`src/rtl/audio_clock_pkg.sv`:
```
`default_nettype none

package audio_clock_pkg;

    // register offsets of the byte register port
    localparam logic [7:0] CPF_LOW_ADDR = 8'h30;
    localparam logic [7:0] CPF_MID_ADDR = 8'h31;
    localparam logic [7:0] CPF_HIGH_ADDR = 8'h32;
    localparam logic [7:0] INC_LOW_ADDR = 8'h34;
    localparam logic [7:0] INC_MID_ADDR = 8'h35;
    localparam logic [7:0] INC_HIGH_ADDR = 8'h36;
    localparam logic [7:0] SERIAL_DIV_ADDR = 8'h38;
    localparam logic [7:0] CHANNEL_DIV_ADDR = 8'h39;
    localparam logic [7:0] CONTROL_ADDR = 8'h3A;
    localparam logic [7:0] STATUS_ADDR = 8'h3B;

    // field widths
    localparam int CPF_W = 18;
    localparam int INC_W = 22;
    localparam int ACC_W = 23;
    localparam int DIV_W = 6;
    localparam int TRIM_W = 12;

    // control byte bit positions
    localparam int CTRL_SERIAL_PH_BIT = 0;
    localparam int CTRL_CHANNEL_PH_BIT = 1;
    localparam int CTRL_VREF_SEL_BIT = 2;
    localparam int CTRL_LOOP_OPEN_BIT = 3;
    localparam int CTRL_W = 4;

    // status byte bit positions
    localparam int STAT_XTAL_SEL_BIT = 0;
    localparam int STAT_MATCH_BIT = 1;

    // values after reset
    localparam logic [CPF_W-1:0] CPF_RESET = '0;
    localparam logic [INC_W-1:0] INC_RESET = '0;
    localparam logic [DIV_W-1:0] SERIAL_DIV_RESET = '0;
    localparam logic [DIV_W-1:0] CHANNEL_DIV_RESET = '0;
    localparam logic [CTRL_W-1:0] CTRL_RESET = '0;
    localparam logic [TRIM_W-1:0] TRIM_RESET = '0;

    // pin synchroniser lanes
    localparam int PIN_VREF = 0;
    localparam int PIN_MCLK = 1;
    localparam int PIN_STRAP = 2;
    localparam int PIN_N = 3;

endpackage : audio_clock_pkg

`default_nettype wire

```
`src/rtl/field_locked_audio_clock_gen.sv`:
```
// Chosen here: the plain strobed port.
`timescale 1ns/100ps
`default_nettype none

// Summary of operation
// - master audio clock is locked to video field rate, fixed clock count per field
// - master audio clock is synthesized from the crystal clock shared with pixel clock
// - 18-bit clocks-per-field value spread over three byte registers
// - 22-bit nominal increment, audio over crystal times 2^23, three byte registers
// - serial bit clock is external master clock divided by twice the divider plus two
// - channel clock is serial bit clock divided by twice channel divider
// - two binary divided clocks: serial bit clock and channel select clock
// - loop open bit: 0 keeps field lock closed, 1 runs at nominal increment
// - vertical reference select: 0 internal, 1 external reference pin
// - channel phase: 1 channel follows rising serial edges, 0 serial inverted
// - serial phase: 0 follows falling master input edges, 1 rising edges
// - crystal choice is strapped on channel clock pin during reset
module field_locked_audio_clock_gen
    import audio_clock_pkg::*;
(
    input wire logic CLK_SYS_IN,
    input wire logic RESETN_IN,
    input wire logic [7:0] REG_ADDR_IN,
    input wire logic [7:0] REG_WDATA_IN,
    input wire logic REG_WR_IN,
    input wire logic REG_RD_IN,
    output logic [7:0] REG_RDATA_OUT,
    input wire logic VREF_INT_IN,
    input wire logic VREF_EXT_PIN_IN,
    input wire logic EXT_MASTER_CLK_IN,
    input wire logic CHANNEL_CLK_PIN_IN,
    output logic MASTER_AUDIO_CLK_OUT,
    output logic SERIAL_BIT_CLK_OUT,
    output logic CHANNEL_SELECT_CLK_OUT,
    output logic CHANNEL_SELECT_CLK_OE_N_OUT,
    output logic XTAL_SELECT_OUT
);

    logic [CPF_W-1:0] clocks_per_field_ff;
    logic [INC_W-1:0] nominal_increment_ff;
    logic [DIV_W-1:0] serial_divider_ff;
    logic [DIV_W-1:0] channel_divider_ff;
    logic [CTRL_W-1:0] control_ff;
    logic loop_open_select;
    logic vertical_ref_select;
    logic channel_clock_phase;
    logic serial_clock_phase;

    assign loop_open_select = control_ff[CTRL_LOOP_OPEN_BIT];
    assign vertical_ref_select = control_ff[CTRL_VREF_SEL_BIT];
    assign channel_clock_phase = control_ff[CTRL_CHANNEL_PH_BIT];
    assign serial_clock_phase = control_ff[CTRL_SERIAL_PH_BIT];

    // ---------------- pin synchronisers ----------------
    logic [PIN_N-1:0] pin_raw;
    logic [PIN_N-1:0] pin_s1_ff;
    logic [PIN_N-1:0] pin_s2_ff;
    logic [PIN_N-1:0] pin_s3_ff;
    logic [PIN_N-1:0] pin_lvl_ff;
    logic [PIN_N-1:0] pin_prev_ff;
    logic [PIN_N-1:0] pin_rise;
    logic [PIN_N-1:0] pin_fall;

    assign pin_raw = {CHANNEL_CLK_PIN_IN, EXT_MASTER_CLK_IN, VREF_EXT_PIN_IN};

    // no reset on the synchronisers so the strap level travels through them during reset
    generate
        for (genvar i = 0; i < PIN_N; i++) begin : g_pin
            always_ff @(posedge CLK_SYS_IN) begin
                pin_s1_ff[i] <= pin_raw[i];
                pin_s2_ff[i] <= pin_s1_ff[i];
                pin_s3_ff[i] <= pin_s2_ff[i];
                if (pin_s2_ff[i] == pin_s3_ff[i]) begin
                    pin_lvl_ff[i] <= pin_s3_ff[i];
                end
                pin_prev_ff[i] <= pin_lvl_ff[i];
            end
            assign pin_rise[i] = pin_lvl_ff[i] & ~pin_prev_ff[i];
            assign pin_fall[i] = ~pin_lvl_ff[i] & pin_prev_ff[i];
        end
    endgenerate

    // ---------------- register port ----------------
    always_ff @(posedge CLK_SYS_IN) begin
        if (!RESETN_IN) begin
            clocks_per_field_ff <= CPF_RESET;
            nominal_increment_ff <= INC_RESET;
            serial_divider_ff <= SERIAL_DIV_RESET;
            channel_divider_ff <= CHANNEL_DIV_RESET;
            control_ff <= CTRL_RESET;
        end else if (REG_WR_IN) begin
            case (REG_ADDR_IN)
                CPF_LOW_ADDR: clocks_per_field_ff[7:0] <= REG_WDATA_IN;
                CPF_MID_ADDR: clocks_per_field_ff[15:8] <= REG_WDATA_IN;
                CPF_HIGH_ADDR: clocks_per_field_ff[17:16] <= REG_WDATA_IN[1:0];
                INC_LOW_ADDR: nominal_increment_ff[7:0] <= REG_WDATA_IN;
                INC_MID_ADDR: nominal_increment_ff[15:8] <= REG_WDATA_IN;
                INC_HIGH_ADDR: nominal_increment_ff[21:16] <= REG_WDATA_IN[5:0];
                SERIAL_DIV_ADDR: serial_divider_ff <= REG_WDATA_IN[DIV_W-1:0];
                CHANNEL_DIV_ADDR: channel_divider_ff <= REG_WDATA_IN[DIV_W-1:0];
                CONTROL_ADDR: control_ff <= REG_WDATA_IN[CTRL_W-1:0];
                default: ;
            endcase
        end
    end

    logic xtal_sel_ff;
    logic match_ff;
    logic [7:0] nxt_rdata;

    always_comb begin
        nxt_rdata = 8'h00;
        case (REG_ADDR_IN)
            CPF_LOW_ADDR: nxt_rdata = clocks_per_field_ff[7:0];
            CPF_MID_ADDR: nxt_rdata = clocks_per_field_ff[15:8];
            CPF_HIGH_ADDR: nxt_rdata = {6'h00, clocks_per_field_ff[17:16]};
            INC_LOW_ADDR: nxt_rdata = nominal_increment_ff[7:0];
            INC_MID_ADDR: nxt_rdata = nominal_increment_ff[15:8];
            INC_HIGH_ADDR: nxt_rdata = {2'h0, nominal_increment_ff[21:16]};
            SERIAL_DIV_ADDR: nxt_rdata = {2'h0, serial_divider_ff};
            CHANNEL_DIV_ADDR: nxt_rdata = {2'h0, channel_divider_ff};
            CONTROL_ADDR: nxt_rdata = {4'h0, control_ff};
            STATUS_ADDR: nxt_rdata = {6'h00, match_ff, xtal_sel_ff};
            default: nxt_rdata = 8'h00;
        endcase
    end

    // read data stand for exactly the cycle after the strobe
    always_ff @(posedge CLK_SYS_IN) begin
        if (!RESETN_IN) begin
            REG_RDATA_OUT <= 8'h00;
        end else if (REG_RD_IN) begin
            REG_RDATA_OUT <= nxt_rdata;
        end else begin
            REG_RDATA_OUT <= 8'h00;
        end
    end

    // ---------------- crystal strap ----------------
    // channel pin is released during reset so the board strap can be seen
    always_ff @(posedge CLK_SYS_IN) begin
        if (!RESETN_IN) begin
            xtal_sel_ff <= pin_lvl_ff[PIN_STRAP];
            CHANNEL_SELECT_CLK_OE_N_OUT <= 1'b1;
        end else begin
            CHANNEL_SELECT_CLK_OE_N_OUT <= 1'b0;
        end
    end

    always_ff @(posedge CLK_SYS_IN) begin
        if (!RESETN_IN) begin
            XTAL_SELECT_OUT <= 1'b0;
        end else begin
            XTAL_SELECT_OUT <= xtal_sel_ff;
        end
    end

    // ---------------- master clock synthesis ----------------
    logic [ACC_W-1:0] phase_acc_ff;
    logic [ACC_W-1:0] eff_inc;
    logic signed [TRIM_W-1:0] trim_ff;
    logic acc_prev_ff;
    logic master_rise;

    // clocked by the crystal reference that also feeds the pixel clock synthesis
    assign eff_inc = {1'b0, nominal_increment_ff}
                   + {{(ACC_W-TRIM_W){trim_ff[TRIM_W-1]}}, trim_ff};

    always_ff @(posedge CLK_SYS_IN) begin
        if (!RESETN_IN) begin
            phase_acc_ff <= '0;
            acc_prev_ff <= 1'b0;
        end else begin
            phase_acc_ff <= phase_acc_ff + eff_inc;
            acc_prev_ff <= phase_acc_ff[ACC_W-1];
        end
    end

    assign master_rise = phase_acc_ff[ACC_W-1] & ~acc_prev_ff;

    always_ff @(posedge CLK_SYS_IN) begin
        if (!RESETN_IN) begin
            MASTER_AUDIO_CLK_OUT <= 1'b0;
        end else begin
            MASTER_AUDIO_CLK_OUT <= phase_acc_ff[ACC_W-1];
        end
    end

    // ---------------- field lock loop ----------------
    logic vref_int_prev_ff;
    logic field_evt;
    logic [CPF_W-1:0] field_cnt_ff;
    logic cnt_short;
    logic cnt_long;
    logic trim_max;
    logic trim_min;

    always_ff @(posedge CLK_SYS_IN) begin
        if (!RESETN_IN) begin
            vref_int_prev_ff <= 1'b0;
        end else begin
            vref_int_prev_ff <= VREF_INT_IN;
        end
    end

    assign field_evt = vertical_ref_select ? pin_rise[PIN_VREF]
                                           : (VREF_INT_IN & ~vref_int_prev_ff);
    assign cnt_short = field_cnt_ff < clocks_per_field_ff;
    assign cnt_long = field_cnt_ff > clocks_per_field_ff;
    assign trim_max = trim_ff == {1'b0, {(TRIM_W-1){1'b1}}};
    assign trim_min = trim_ff == {1'b1, {(TRIM_W-1){1'b0}}};

    // master clocks are counted from one field start to the next
    always_ff @(posedge CLK_SYS_IN) begin
        if (!RESETN_IN) begin
            field_cnt_ff <= '0;
        end else if (field_evt) begin
            field_cnt_ff <= {{(CPF_W-1){1'b0}}, master_rise};
        end else if (master_rise && field_cnt_ff != {CPF_W{1'b1}}) begin
            field_cnt_ff <= field_cnt_ff + 1'b1;
        end
    end

    // one step per field keeps the loop very slow, so field jitter barely moves the clock
    always_ff @(posedge CLK_SYS_IN) begin
        if (!RESETN_IN) begin
            trim_ff <= TRIM_RESET;
        end else if (loop_open_select) begin
            trim_ff <= TRIM_RESET;
        end else if (field_evt && cnt_short && !trim_max) begin
            trim_ff <= trim_ff + TRIM_W'(1);
        end else if (field_evt && cnt_long && !trim_min) begin
            trim_ff <= trim_ff - TRIM_W'(1);
        end
    end

    always_ff @(posedge CLK_SYS_IN) begin
        if (!RESETN_IN) begin
            match_ff <= 1'b0;
        end else if (field_evt) begin
            match_ff <= !cnt_short && !cnt_long;
        end
    end

    // ---------------- serial bit clock ----------------
    logic mclk_edge;
    logic [DIV_W-1:0] serial_cnt_ff;
    logic serial_int_ff;

    // the external master input is expected to be the master clock output looped back
    assign mclk_edge = serial_clock_phase ? pin_rise[PIN_MCLK] : pin_fall[PIN_MCLK];

    always_ff @(posedge CLK_SYS_IN) begin
        if (!RESETN_IN) begin
            serial_cnt_ff <= '0;
            serial_int_ff <= 1'b0;
        end else if (mclk_edge) begin
            if (serial_cnt_ff >= serial_divider_ff) begin
                serial_cnt_ff <= '0;
                serial_int_ff <= ~serial_int_ff;
            end else begin
                serial_cnt_ff <= serial_cnt_ff + 1'b1;
            end
        end
    end

    // ---------------- channel select clock ----------------
    logic serial_prev_ff;
    logic serial_rise;
    logic [DIV_W-1:0] channel_cnt_ff;
    logic channel_int_ff;

    assign serial_rise = serial_int_ff & ~serial_prev_ff;

    // a channel divider of zero stops the channel clock
    always_ff @(posedge CLK_SYS_IN) begin
        if (!RESETN_IN) begin
            serial_prev_ff <= 1'b0;
            channel_cnt_ff <= '0;
            channel_int_ff <= 1'b0;
        end else begin
            serial_prev_ff <= serial_int_ff;
            if (serial_rise && channel_divider_ff != '0) begin
                if (channel_cnt_ff >= channel_divider_ff - 1'b1) begin
                    channel_cnt_ff <= '0;
                    channel_int_ff <= ~channel_int_ff;
                end else begin
                    channel_cnt_ff <= channel_cnt_ff + 1'b1;
                end
            end
        end
    end

    // channel toggles on the internal rising edge; inverting the serial output
    // moves that edge onto the falling edge seen at the pin
    always_ff @(posedge CLK_SYS_IN) begin
        if (!RESETN_IN) begin
            SERIAL_BIT_CLK_OUT <= 1'b0;
            CHANNEL_SELECT_CLK_OUT <= 1'b0;
        end else begin
            SERIAL_BIT_CLK_OUT <= channel_clock_phase ? serial_int_ff : ~serial_int_ff;
            CHANNEL_SELECT_CLK_OUT <= channel_int_ff;
        end
    end
endmodule : field_locked_audio_clock_gen

`default_nettype wire

```
`config.mk`:
```
export PLATFORM = sky130hd
export DESIGN_NAME = field_locked_audio_clock_gen
export DESIGN_NICKNAME = d
export VERILOG_FILES = /design/src/rtl/audio_clock_pkg.sv /design/src/rtl/field_locked_audio_clock_gen.sv
export SDC_FILE = /design/constraint.sdc
export NUM_CORES = 1
export LEC_CHECK = 0
export CAP_MARGIN = 20
export CORE_ASPECT_RATIO = 1.5
export CORE_UTILIZATION = 40
export CTS_BUF_LIST = sky130_fd_sc_hd__clkbuf_8
export CTS_CLUSTER_SIZE = 12
export DETAILED_ROUTE_END_ITERATION = 12
export DONT_BUFFER_PORTS = 1
export PLACE_DENSITY_LB_ADDON = 0.08
export SLEW_MARGIN = 30
export SYNTH_ARGS = -nofsm -noshare
export SYNTH_HDL_FRONTEND = slang
export SYNTH_SLANG_ARGS = --single-unit
```
`constraint.sdc`:
```
create_clock -name CLK_SYS_IN -period 7.25 [get_ports CLK_SYS_IN]
set_clock_uncertainty 0.2 [all_clocks]
set_input_delay 0 -clock CLK_SYS_IN [delete_from_list [all_inputs] [get_ports CLK_SYS_IN]]
set_output_delay 0 -clock CLK_SYS_IN [all_outputs]
set_load 0.02 [all_outputs]
```
* After elaboration in Yosys (flattened, before gate mapping)
Cells that the tools add are included.
Storage, ports and cells: register bits after elaboration 154, input port bits 24, output and inout port bits 13, logic and storage cells 123
Cells by class: add/subtract/negate cells 8, $lt $le $gt $ge 4, equal/unequal tests 16, multiplexer cells 11, bitwise logic cells 15, reduce and logical (&&, ||, !) cells 28
Operators by type and width (number):
- $eq 8x6->1 const B | 10
- $pmux 8 s10 | 1
- $mux 12 | 2
- $reduce_and 2->1 | 12
- $add 22x23->23 | 1
- $add 23x23->23 | 1
- $add 18x1->18 const B | 1
- $gt 18x18->1 | 1
- $lt 18x18->1 | 1
- $ne 18x18->1 const B | 1
- $add 12x2->12 const B | 1
- $add 6x1->6 const B | 2
- $eq 12x11->1 const B | 1
- $eq 12x12->1 const B | 1
- $ge 6x6->1 | 2
- $mux 6 | 2
- $sub 12x2->12 const B | 1
- $not 1->1 | 9
- $logic_and 1x1->1 | 7
- $and 1x1->1 | 6
- $mux 1 | 6
- $reduce_bool 6->1 | 1
- $sub 6x1->6 const B | 1
- $logic_not 1->1 | 4
- other kinds (3) | 7

* Depth between registers and ports, before layout
Gate-level depths: netlist (run 1).
depth in word-level cells 7, gate-level depth with buffers 14, depth with buffers taken out 14

* Worst setup path before layout (run 1)
OpenSTA, ideal clock, no wires.
path kind reg-to-reg, from reg clocks_per_field_ff[5], to reg trim_ff[10], setup time 120 ps, arrival time 3578 ps, data required time 6930 ps, setup slack 3352 ps, stages on the path, launching flop included 15, buffers on the path 0, period minus slack after synthesis 3898 ps, path through dfxtp_1 -> inv_1 -> ha_1 -> a21oi_1 -> o21ai_1 -> a2111oi_2 -> o2111ai_1 -> fa_1 -> a21oi_1 -> o21ai_0 -> or4_1 -> a31o_2 -> a21oi_1 -> xor2_1 -> o31ai_1
On the way: longest elaborated chain between the ends 4, elaborated cells on any way between the ends 8, those cells by class order compare: 2; mux: 1; reduce/logical: 5
RTL lines:
- from (decl) | RTL line field_locked_audio_clock_gen.sv:39 | logic [CPF_W-1:0] clocks_per_field_ff;
- from (signal assigned) | RTL line field_locked_audio_clock_gen.sv:86 | clocks_per_field_ff <= CPF_RESET;
- from (signal assigned) | RTL line field_locked_audio_clock_gen.sv:93 | CPF_LOW_ADDR: clocks_per_field_ff[7:0] <= REG_WDATA_IN;
- $lt 18x18->1 or $gt 18x18->1 (tied branches) | RTL line field_locked_audio_clock_gen.sv:208, field_locked_audio_clock_gen.sv:209
- $logic_and 1x1->1, on equally long branches (2 in series) | RTL line field_locked_audio_clock_gen.sv:230, field_locked_audio_clock_gen.sv:232
- $mux 12 or $reduce_bool 2->1 (tied branches)
- to (signal assigned) | RTL line field_locked_audio_clock_gen.sv:231 | trim_ff <= trim_ff + TRIM_W'(1);
- to (signal assigned) | RTL line field_locked_audio_clock_gen.sv:233 | trim_ff <= trim_ff - TRIM_W'(1);
- to (decl) | RTL line field_locked_audio_clock_gen.sv:161 | logic signed [TRIM_W-1:0] trim_ff;
Several ways; a longest one is shown, not always the timed one. A chain may end at the register's enable or synchronous reset.

* Final worst setup path (run 1)
from reg clocks_per_field_ff[5], to reg trim_ff[11]
Same word-level chain as after synthesis.

==> metrics.txt, run 1 <==
# TYPE chip_impl_metric gauge
chip_impl_info{name="outcome",value="completed"} 1
chip_impl_metric{name="num-nets-final",unit=""} 1081
chip_impl_metric{name="clk_path_buf_depth",unit=""} 2
chip_impl_metric{name="postRouteAntennaNets",unit=""} 0
chip_impl_metric{name="cts_inserted_buffers",unit=""} 17
chip_impl_metric{name="area.growth.synth_to_final",unit="%"} 12.91
chip_impl_info{name="critical_path.endpoint_type",value="flop"} 1
chip_impl_metric{name="final_critical_path_setup_slack",unit="ns"} 2.976
chip_impl_info{name="worstHoldStart",value="REG_ADDR_IN[1]"} 1
chip_impl_metric{name="globalRouteTotalUtil",unit="%"} 20.84
chip_impl_metric{name="synthesis.nets",unit=""} 1047
chip_impl_metric{name="fp-row-count",unit=""} 65
chip_impl_metric{name="netSwitchingFraction",unit="%"} 26.44
chip_impl_info{name="min_to",value="REG_RDATA_OUT[3]"} 1
chip_impl_info{name="post-synth-top-area-cell",value="sky130_fd_sc_hd__dfxtp_1"} 1
chip_impl_metric{name="final.period_utilization",unit="%"} 58.95
chip_impl_metric{name="width_of_the_die",unit="um"} 121.4
chip_impl_metric{name="clock.fmax",unit="MHz"} 234.0
chip_impl_metric{name="worst_r2r_path_depth",unit=""} 14
chip_impl_metric{name="power_density",unit="nW/um^2"} 201.1
chip_impl_info{name="hold_path_class",value="input pin to flop"} 1
chip_impl_metric{name="grt_antenna_before_repair",unit=""} 0
chip_impl_metric{name="detailed_place_hpwl",unit="um"} 15540
chip_impl_info{name="root_buffer",value="sky130_fd_sc_hd__clkbuf_8"} 1
chip_impl_metric{name="syn-mean-instance-area",unit="sq um"} 9.161
chip_impl_metric{name="cts.htree.levels",unit=""} 4
chip_impl_metric{name="cts_repair_resize_count",unit=""} 0
chip_impl_metric{name="synth_edf_count",unit=""} 4
chip_impl_metric{name="fin_cells",unit=""} 1248
chip_impl_metric{name="maxCapViolCount",unit=""} 0
chip_impl_info{name="synth_ff_type",value="sky130_fd_sc_hd__dfxtp_1"} 1
chip_impl_metric{name="gp_weighted_congestion",unit=""} 0.8170
chip_impl_metric{name="floorplan.die.height",unit="um"} 181.0
chip_impl_metric{name="vias_per_cell",unit=""} 5.285
chip_impl_metric{name="power_report.internal_total",unit="W"} 0.001427
chip_impl_metric{name="r2r_slack",unit="ns"} 2.98
chip_impl_metric{name="cts_num_sinks",unit=""} 154
chip_impl_metric{name="number_of_global_route_vias_before_repair",unit=""} 6674
chip_impl_metric{name="drtPass1Iterations",unit=""} 4
chip_impl_metric{name="worstPathMaxFanout",unit=""} 12
chip_impl_metric{name="io_pins",unit=""} 37
chip_impl_metric{name="ir_worst_vdd",unit="V"} 0.0001101
chip_impl_metric{name="yosys_warnings",unit=""} 0
chip_impl_metric{name="final_max_slew_viol_count",unit=""} 0
chip_impl_metric{name="netlist-cell-type-count",unit=""} 70
chip_impl_metric{name="first_pass_grt_wire_length",unit="um"} 34910
chip_impl_metric{name="pin_count_of_the_biggest_net_entering_global_routing",unit=""} 65
chip_impl_metric{name="cp_data_required_time",unit="ns"} 7.44
chip_impl_info{name="reg2reg_from",value="clocks_per_field_ff[5]"} 1
chip_impl_metric{name="async_reset_ff_share",unit="%"} 0
chip_impl_metric{name="dp.cells",unit=""} 1173
chip_impl_metric{name="combinationalPowerShare",unit="%"} 13.2
chip_impl_metric{name="p_seq_share",unit="%"} 46.9
chip_impl_metric{name="power.static_leakage",unit="nW"} 3.977
chip_impl_metric{name="yosys.area.top_type_share",unit="%"} 35.13
chip_impl_metric{name="detail_route.wirelength",unit="um"} 21560
chip_impl_info{name="timing.setup.critical_path_class",value="flop to flop"} 1
chip_impl_metric{name="clock_transition_at_the_registers_of_the_reported_paths",unit="ns"} 0.09
chip_impl_info{name="tritoncts",value="yes"} 1
chip_impl_metric{name="clock_insertion_delay_worst_skew",unit="ns"} 0.47
chip_impl_metric{name="slew-limit-headroom",unit="%"} 42.14
chip_impl_metric{name="final-setup-viol-count",unit=""} 0
chip_impl_info{name="crit_path_start_kind",value="flop"} 1
chip_impl_metric{name="power_frac_clock",unit="%"} 39.9
chip_impl_metric{name="grt.overflow.total",unit=""} 0
chip_impl_metric{name="die_area",unit="sq um"} 21970
chip_impl_metric{name="drt_drc_violations_left",unit=""} 0
chip_impl_metric{name="synth.cell_area",unit="sq um"} 8547
chip_impl_metric{name="drt_first_iter_violations",unit=""} 283
chip_impl_info{name="rr_endpoint",value="trim_ff[11]"} 1
chip_impl_metric{name="post-route-min-period",unit="ns"} 4.274
chip_impl_metric{name="synth-seq-cells",unit=""} 154
chip_impl_metric{name="synthCells",unit=""} 933
chip_impl_metric{name="initial_core_util",unit="%"} 40.73
chip_impl_metric{name="antenna_cells_inserted",unit=""} 0
chip_impl_metric{name="layout-drive-gt1-share",unit="%"} 5.612
chip_impl_metric{name="fin_total_pwr",unit="W"} 0.001940
chip_impl_metric{name="fp.coreArea",unit="sq um"} 20980
chip_impl_metric{name="port_buffers",unit=""} 0
chip_impl_metric{name="worst-slew-pin-transition",unit="ns"} 0.8651
chip_impl_metric{name="detail_route.wl_per_cell",unit="um"} 17.27
chip_impl_info{name="rsz0062_at_grt",value="false"} 1
chip_impl_metric{name="yosysSeqAreaShare",unit="%"} 36.54
chip_impl_metric{name="detailroute.via_count",unit=""} 6596
chip_impl_metric{name="cell_depth_of_the_worst_hold_path",unit=""} 5
chip_impl_metric{name="setup-tns-final",unit="ns"} 0
chip_impl_info{name="synth.top_cells.by_count",value="sky130_fd_sc_hd__dfxtp_1 (150), sky130_fd_sc_hd__nor2_1 (134), sky130_fd_sc_hd__ha_1 (66), sky130_fd_sc_hd__nand2_1 (65), sky130_fd_sc_hd__a21oi_1 (64)"} 1
chip_impl_info{name="post-synth-top-count-cell",value="sky130_fd_sc_hd__dfxtp_1"} 1
chip_impl_metric{name="arrival",unit="ns"} 4.46
chip_impl_metric{name="switch_pwr",unit="W"} 0.0005130
chip_impl_metric{name="hold_viol",unit=""} 0
chip_impl_metric{name="pre_cts_slack",unit="ns"} 2.972
chip_impl_info{name="synth_area_leaders",value="sky130_fd_sc_hd__dfxtp_1 (35%), sky130_fd_sc_hd__ha_1 (9.7%), sky130_fd_sc_hd__mux2i_1 (6.8%)"} 1
[how the worst max path moves through the flow]
| stage | from | endpoint | slack, ns |
|---|---|---|---|
| detailed placement | clocks_per_field_ff[5] | trim_ff[11] | 2.97 |
| global route | clocks_per_field_ff[3] | trim_ff[11] | 2.56 |
| global placement | clocks_per_field_ff[5] | trim_ff[10] | 2.84 |
| finish | clocks_per_field_ff[5] | trim_ff[11] | 2.98 |
| CTS | clocks_per_field_ff[5] | trim_ff[11] | 2.95 |
| floorplan | clocks_per_field_ff[5] | trim_ff[10] | 3.35 |
[logic make-up (layout without fill, tap and decap cells)]
group	count (synthesis)	in the layout	synth area share, %
AND/OR/NAND/NOR	323	323	17.83
AO/OA/AOI/OAI	167	167	12.59
flip-flops	154	154	36.54
adder cells (fa/ha/maj)	90	90	15.28
buffers and inverters	76	123	3.792
multiplexers	62	62	7.715
XOR/XNOR	61	61	6.251
[metal layers]
metal	GRT usage [%]	wire length [um]	up-vias
met4	9.432	720	0
met5	0	0	-
li1	-	-	3330
met2	36.84	11150	97
met1	24.20	9129	3132
met3	3.378	555	37
[registers in the layout (all words and copies together), names as in the netlist, 2 cells and up]
register / count
clocks_per_field_ff: 18
REG_RDATA_OUT: 8
phase_acc_ff: 23
serial_cnt_ff: 6
pin_prev_ff: 2
trim_ff: 12
control_ff: 4
pin_s1_ff: 3
channel_divider_ff: 6
nominal_increment_ff: 22
field_cnt_ff: 18
serial_divider_ff: 6
pin_s2_ff: 3
pin_s3_ff: 3
channel_cnt_ff: 6
pin_lvl_ff: 3
[metrics by stage]
step / util [%] / hold WS [ns] / area (sq um)
floorplan: - / -0.1723 / 8547
global placement: 41.66 / -0.1722 / 8742
detailed placement: 41.72 / -0.1723 / 8755
CTS: 46.02 / 0.0007582 / 9656
global route: 45.99 / 0.02933 / 9651
finish: 45.99 / 0.01444 / 9651
[critical path, cell delays in order, from the launching register on]
cell	delay, ns
sky130_fd_sc_hd__dfxtp_1	0.36
sky130_fd_sc_hd__inv_1	0.06
sky130_fd_sc_hd__ha_1	0.32
sky130_fd_sc_hd__a21oi_1	0.14
sky130_fd_sc_hd__o21ai_1	0.09
sky130_fd_sc_hd__a2111oi_2	0.46
sky130_fd_sc_hd__o2111ai_2	0.46
sky130_fd_sc_hd__ha_1	0.51
sky130_fd_sc_hd__nand2_1	0.08
sky130_fd_sc_hd__o31ai_1	0.45
sky130_fd_sc_hd__o2111ai_1	0.20
sky130_fd_sc_hd__a311oi_1	0.36
sky130_fd_sc_hd__nor2b_1	0.22
sky130_fd_sc_hd__nor3_1	0.07
sky130_fd_sc_hd__nor3_1	0.20
[cells in the final DEF, fill, tap and decap left out, types with 19 or more instances in the layout]
cell type | netlist | final
sky130_fd_sc_hd__a21o_1 | 19 | 19
sky130_fd_sc_hd__a21oi_1 | 64 | 64
sky130_fd_sc_hd__clkbuf_8 | 0 | 20
sky130_fd_sc_hd__dfxtp_1 | 150 | 150
sky130_fd_sc_hd__dlygate4sd3_1 | 0 | 42
sky130_fd_sc_hd__fa_1 | 24 | 24
sky130_fd_sc_hd__ha_1 | 66 | 66
sky130_fd_sc_hd__inv_1 | 47 | 47
sky130_fd_sc_hd__mux2i_1 | 58 | 58
sky130_fd_sc_hd__nand2_1 | 65 | 65
sky130_fd_sc_hd__nand3_1 | 31 | 31
sky130_fd_sc_hd__nor2_1 | 134 | 134
sky130_fd_sc_hd__o21ai_0 | 23 | 23
sky130_fd_sc_hd__xnor2_1 | 30 | 30
sky130_fd_sc_hd__xor2_1 | 31 | 31
[power by group through the flow]
stage               Combinational, W  Sequential, W  Clock (W)
global route                0.000291       0.000915   0.000829
global placement            0.000227       0.000931          0
floorplan                   0.000198       0.000921          0
detailed placement          0.000227       0.000931          0
finish                      0.000256       0.000910   0.000774
CTS                         0.000257       0.000911   0.000795
[final cells by class]
cell class                 count  area, sq um
fill                        2082        11330
multi-input combinational    703         5112
sequential                   154         3123
timing repair buffer          44        432.9
tap                          268        335.3
clock buffer                  20        275.3
clock inverter                12        195.2
inverter                      47        176.4
[repair_timing]
item                                   in CTS  in global routing
setup buffers                               0                  0
setup endpoints to repair                   0                  0
hold buffers                               43                  0
endpoints found under the hold margin     117                  0
Power figures use the tool's default switching activity.
==> inputs of run 2 (changes only) <==
--- a/config.mk
+++ b/config.mk
@@ -5,6 +5,7 @@
 export SDC_FILE = /design/constraint.sdc
 export NUM_CORES = 1
 export LEC_CHECK = 0
+export ABC_AREA = 1
 export CAP_MARGIN = 20
 export CORE_ASPECT_RATIO = 1.5
 export CORE_UTILIZATION = 40
==> constraint.sdc (replaced) <==
create_clock -name CLK_SYS_IN -period 3.7 [get_ports CLK_SYS_IN]
set_clock_uncertainty 0.2 [all_clocks]
set_input_delay 0 -clock CLK_SYS_IN [delete_from_list [all_inputs] [get_ports CLK_SYS_IN]]
set_output_delay 0 -clock CLK_SYS_IN [all_outputs]
set_load 0.02 [all_outputs]
==> run 2 against run 1 <==
Net effect: critical path type is now input pin to flop; worst setup slack got worse by 2.6 ns; register-to-register slack got worse by 2.5 ns; global-route usage increased by 2.2 points; sequential power increased by 110%; sequential share of layout area decreased by 0.78 points; sequential cell count unchanged.
==> metrics.txt, run 2 <==
# TYPE chip_impl_metric gauge
chip_impl_info{name="crit_path_cell_trace",value="dlygate4sd3_1 -> nor2_4 -> dlygate4sd3_1 -> nand2_1 -> nor2_4 -> nand2_1 -> o21ai_0 -> dlygate4sd3_1 -> a21oi_1 -> dlygate4sd3_1"} 1
chip_impl_info{name="critical_path.endpoint_type",value="flop"} 1
chip_impl_metric{name="detailroute.via_count",unit=""} 7575
chip_impl_metric{name="maxCapViolCount",unit=""} 0
chip_impl_metric{name="die_area",unit="sq um"} 22610
chip_impl_info{name="tritoncts",value="yes"} 1
chip_impl_metric{name="ir_worst_vdd",unit="V"} 0.0002920
chip_impl_metric{name="synthesis.nets",unit=""} 1258
chip_impl_metric{name="yosys.area.top_type_share",unit="%"} 34.12
chip_impl_metric{name="largest_reg_flops",unit=""} 23
chip_impl_metric{name="floorplan.die.height",unit="um"} 183.7
chip_impl_metric{name="slew-limit-headroom",unit="%"} 50.65
chip_impl_info{name="mostFrequentLayoutCells",value="sky130_fd_sc_hd__nand2_1 (185), sky130_fd_sc_hd__inv_1 (153), sky130_fd_sc_hd__dfxtp_1 (150), sky130_fd_sc_hd__a21oi_1 (144), sky130_fd_sc_hd__nor2_1 (98)"} 1
chip_impl_metric{name="final-setup-viol-count",unit=""} 0
chip_impl_metric{name="netlist-cell-type-count",unit=""} 49
chip_impl_metric{name="cts_inserted_buffers",unit=""} 17
chip_impl_metric{name="drt_drc_violations_left",unit=""} 0
chip_impl_info{name="mostFrequentLayoutCell",value="sky130_fd_sc_hd__nand2_1"} 1
chip_impl_metric{name="power_density",unit="nW/um^2"} 433.3
chip_impl_info{name="largestRegisters",value="phase_acc_ff (23), nominal_increment_ff (22)"} 1
chip_impl_info{name="synth_area_leaders",value="sky130_fd_sc_hd__dfxtp_1 (34%), sky130_fd_sc_hd__ha_1 (9.4%), sky130_fd_sc_hd__a21oi_1 (8.2%)"} 1
chip_impl_metric{name="grt.overflow.total",unit=""} 0
chip_impl_metric{name="final.period_utilization",unit="%"} 89.28
chip_impl_metric{name="async_reset_ff_share",unit="%"} 0
chip_impl_metric{name="globalRouteTotalUtil",unit="%"} 23.07
chip_impl_metric{name="synth.cell_area",unit="sq um"} 8801
chip_impl_metric{name="grt_antenna_before_repair",unit=""} 2
chip_impl_metric{name="synth_compound_gate_area_share",unit="%"} 18.48
chip_impl_metric{name="cp_data_required_time",unit="ns"} 3.87
chip_impl_metric{name="number_of_global_route_vias_before_repair",unit=""} 7551
chip_impl_metric{name="cpPeakStageDelay",unit="ns"} 0.63
chip_impl_metric{name="synth_fa_ha_area_share",unit="%"} 14.84
chip_impl_info{name="rsz0062_at_grt",value="false"} 1
chip_impl_info{name="root_buffer",value="sky130_fd_sc_hd__clkbuf_8"} 1
chip_impl_metric{name="synthXorXnorAreaFrac",unit="%"} 3.384
chip_impl_info{name="outcome",value="completed"} 1
chip_impl_metric{name="worstPathMaxFanout",unit=""} 12
chip_impl_metric{name="clock.fmax",unit="MHz"} 302.7
chip_impl_metric{name="power.static_leakage",unit="nW"} 4.172
chip_impl_metric{name="filler_cell_count_in_the_final_layout",unit=""} 2232
chip_impl_metric{name="num-nets-final",unit=""} 1299
chip_impl_metric{name="clk_path_buf_depth",unit=""} 2
chip_impl_metric{name="first_pass_grt_wire_length",unit="um"} 39390
chip_impl_info{name="critPathSlowestCell",value="sky130_fd_sc_hd__dlygate4sd3_1"} 1
chip_impl_metric{name="clock_insertion_delay_worst_skew",unit="ns"} 0.48
chip_impl_metric{name="width_of_the_die",unit="um"} 123.1
chip_impl_metric{name="yosysSeqAreaShare",unit="%"} 35.48
chip_impl_info{name="timing.setup.critical_path_class",value="input pin to flop"} 1
chip_impl_metric{name="drtPass1Iterations",unit=""} 4
chip_impl_info{name="post-synth-top-area-cell",value="sky130_fd_sc_hd__dfxtp_1"} 1
chip_impl_info{name="largest-register",value="phase_acc_ff"} 1
chip_impl_metric{name="layout-drive-gt1-share",unit="%"} 5.593
chip_impl_metric{name="syn-mean-instance-area",unit="sq um"} 7.693
chip_impl_metric{name="vias_per_cell",unit=""} 5.150
chip_impl_metric{name="arrival",unit="ns"} 3.47
chip_impl_metric{name="area.growth.synth_to_final",unit="%"} 12.35
chip_impl_info{name="synth.top_cells.by_count",value="sky130_fd_sc_hd__nand2_1 (185), sky130_fd_sc_hd__inv_1 (153), sky130_fd_sc_hd__dfxtp_1 (150), sky130_fd_sc_hd__a21oi_1 (144), sky130_fd_sc_hd__nor2_1 (98)"} 1
chip_impl_metric{name="final_area",unit="sq um"} 9888
chip_impl_metric{name="io_pins",unit=""} 37
chip_impl_metric{name="synth-seq-cells",unit=""} 154
chip_impl_info{name="synth_ff_type",value="sky130_fd_sc_hd__dfxtp_1"} 1
chip_impl_metric{name="initial_core_util",unit="%"} 40.68
chip_impl_metric{name="pin_count_of_the_biggest_net_entering_global_routing",unit=""} 78
chip_impl_metric{name="setup-tns-final",unit="ns"} 0
chip_impl_metric{name="synth-simple-area-share",unit="%"} 19.29
chip_impl_metric{name="muxShareOfSynthArea",unit="%"} 0
chip_impl_metric{name="cts.htree.levels",unit=""} 4
chip_impl_info{name="post-synth-top-count-cell",value="sky130_fd_sc_hd__nand2_1"} 1
chip_impl_metric{name="detail_route.wl_per_cell",unit="um"} 16.60
chip_impl_metric{name="detailed_place_hpwl",unit="um"} 18590
chip_impl_metric{name="detail_route.wirelength",unit="um"} 24410
chip_impl_metric{name="synth_edf_count",unit=""} 4
chip_impl_metric{name="yosys_warnings",unit=""} 0
chip_impl_metric{name="hold_viol",unit=""} 0
chip_impl_metric{name="post-route-min-period",unit="ns"} 3.303
chip_impl_metric{name="fp-row-count",unit=""} 66
chip_impl_metric{name="pre_cts_slack",unit="ns"} 0.4044
chip_impl_info{name="crit_path_start_kind",value="input pin"} 1
chip_impl_metric{name="gp_weighted_congestion",unit=""} 0.8945
chip_impl_metric{name="synthCells",unit=""} 1144
chip_impl_metric{name="clock_transition_at_the_registers_of_the_reported_paths",unit="ns"} 0.10
chip_impl_metric{name="cts_num_sinks",unit=""} 154
chip_impl_info{name="hold_path_class",value="input pin to flop"} 1
chip_impl_info{name="crit_path_frequent_cell",value="sky130_fd_sc_hd__dlygate4sd3_1"} 1
chip_impl_metric{name="port_buffers",unit=""} 0
chip_impl_metric{name="worst-slew-pin-transition",unit="ns"} 0.7375
chip_impl_metric{name="drt_first_iter_violations",unit=""} 356
chip_impl_metric{name="final_max_slew_viol_count",unit=""} 0
chip_impl_info{name="main_combinational_cell_family_by_area_after_synthesis",value="simple AND/OR/NAND/NOR gates"} 1
chip_impl_metric{name="post_place_instance_area",unit="sq um"} 9027
chip_impl_metric{name="final.hold.worst_slack",unit="ns"} 0.08255
chip_impl_metric{name="fp.coreArea",unit="sq um"} 21640
chip_impl_metric{name="postRouteAntennaNets",unit=""} 0
chip_impl_metric{name="final_critical_path_setup_slack",unit="ns"} 0.3968
==> run 2: cell count changes after synthesis, moves of 12 or more <==
cell | previous run | this run
sky130_fd_sc_hd__xnor2_1 | 30 | 14
sky130_fd_sc_hd__a21oi_1 | 64 | 144
sky130_fd_sc_hd__nor2_1 | 134 | 98
sky130_fd_sc_hd__o22ai_1 | 5 | 19
sky130_fd_sc_hd__mux2i_1 | 58 | 0
sky130_fd_sc_hd__inv_1 | 47 | 153
sky130_fd_sc_hd__nand2_1 | 65 | 185
sky130_fd_sc_hd__nand2b_1 | 12 | 0
sky130_fd_sc_hd__o21ai_0 | 23 | 89
==> run 2: stage by stage <==
step | total power, W | utilization [%] | cells
CTS | 0.004337 | 45.70 | 1471
global placement | 0.002923 | 41.72 | 1396
detailed placement | 0.002919 | 41.72 | 1396
global route | 0.004569 | 45.70 | 1471
floorplan | 0.002698 | - | 1144
finish | 0.004285 | 45.70 | 1471
==> run 2: cell type report <==
| class | count | area, sq um | share of cell area (%) |
|---|---|---|---|
| Clock inverter | 15 | 178.9 | 1.809 |
| Timing Repair Buffer | 46 | 467.9 | 4.732 |
| Inverter | 161 | 605.6 | 6.124 |
| Clock buffer | 17 | 234.0 | 2.366 |
| Sequential cell | 154 | 3123 | 31.58 |
| Antenna cell | 1 | 2.502 | 0.02531 |
| Multi-Input combinational cell | 805 | 4936 | 49.92 |
| Tap cell | 272 | 340.3 | 3.442 |
==> run 2: logic make-up after synthesis <==
| kind of cell | count (synthesis) |
|---|---|
| xor gates and xnor gates | 34 |
| AOI/OAI and AO/OA | 297 |
| DFF | 154 |
| and+or+nand+nor | 384 |
| buffers and inverters | 185 |
| adders and majority gates | 90 |
==> run 2: power breakdown <==
group          switching, W  internal (W)
logic              0.000666      0.000408
clock network      0.000766      0.000573
registers         0.0000925       0.00178
total               0.00152       0.00276
==> run 2: critical path: cells and delay by family <==
family / cells / cell delay, ns
AOI/OAI and AO/OA: 2 / 0.27
and+or+nand+nor: 4 / 0.83
buffers and inverters: 4 / 2.37
==> run 2: path summary, 6_finish.rpt <==
kind	cells after the start	slack [ns]	from	to
setup / recovery	10	0.40	REG_ADDR_IN[3]	nominal_increment_ff[0]
hold / removal	8	0.08	REG_ADDR_IN[2]	REG_RDATA_OUT[0]
setup reg to reg	15	0.51	field_cnt_ff[11]	trim_ff[8]
hold reg to reg	0	0.14	pin_s1_ff[1]	pin_s2_ff[1]
==> run 2: timing repair <==
item	4_1_cts	5_1_grt
endpoints found under the hold margin	115	0
buffers inserted	0	0
hold buffers	43	0
endpoints found under the setup margin	0	4
resized for setup	0	1
==> run 2: layer usage <==
layer | share of wire [%] | track usage, %
met3 | 2.4 | 3.815
met4 | 3.2 | 10.02
met1 | 42 | 26.22
met2 | 52 | 41.69
met5 | 0.053 | 0
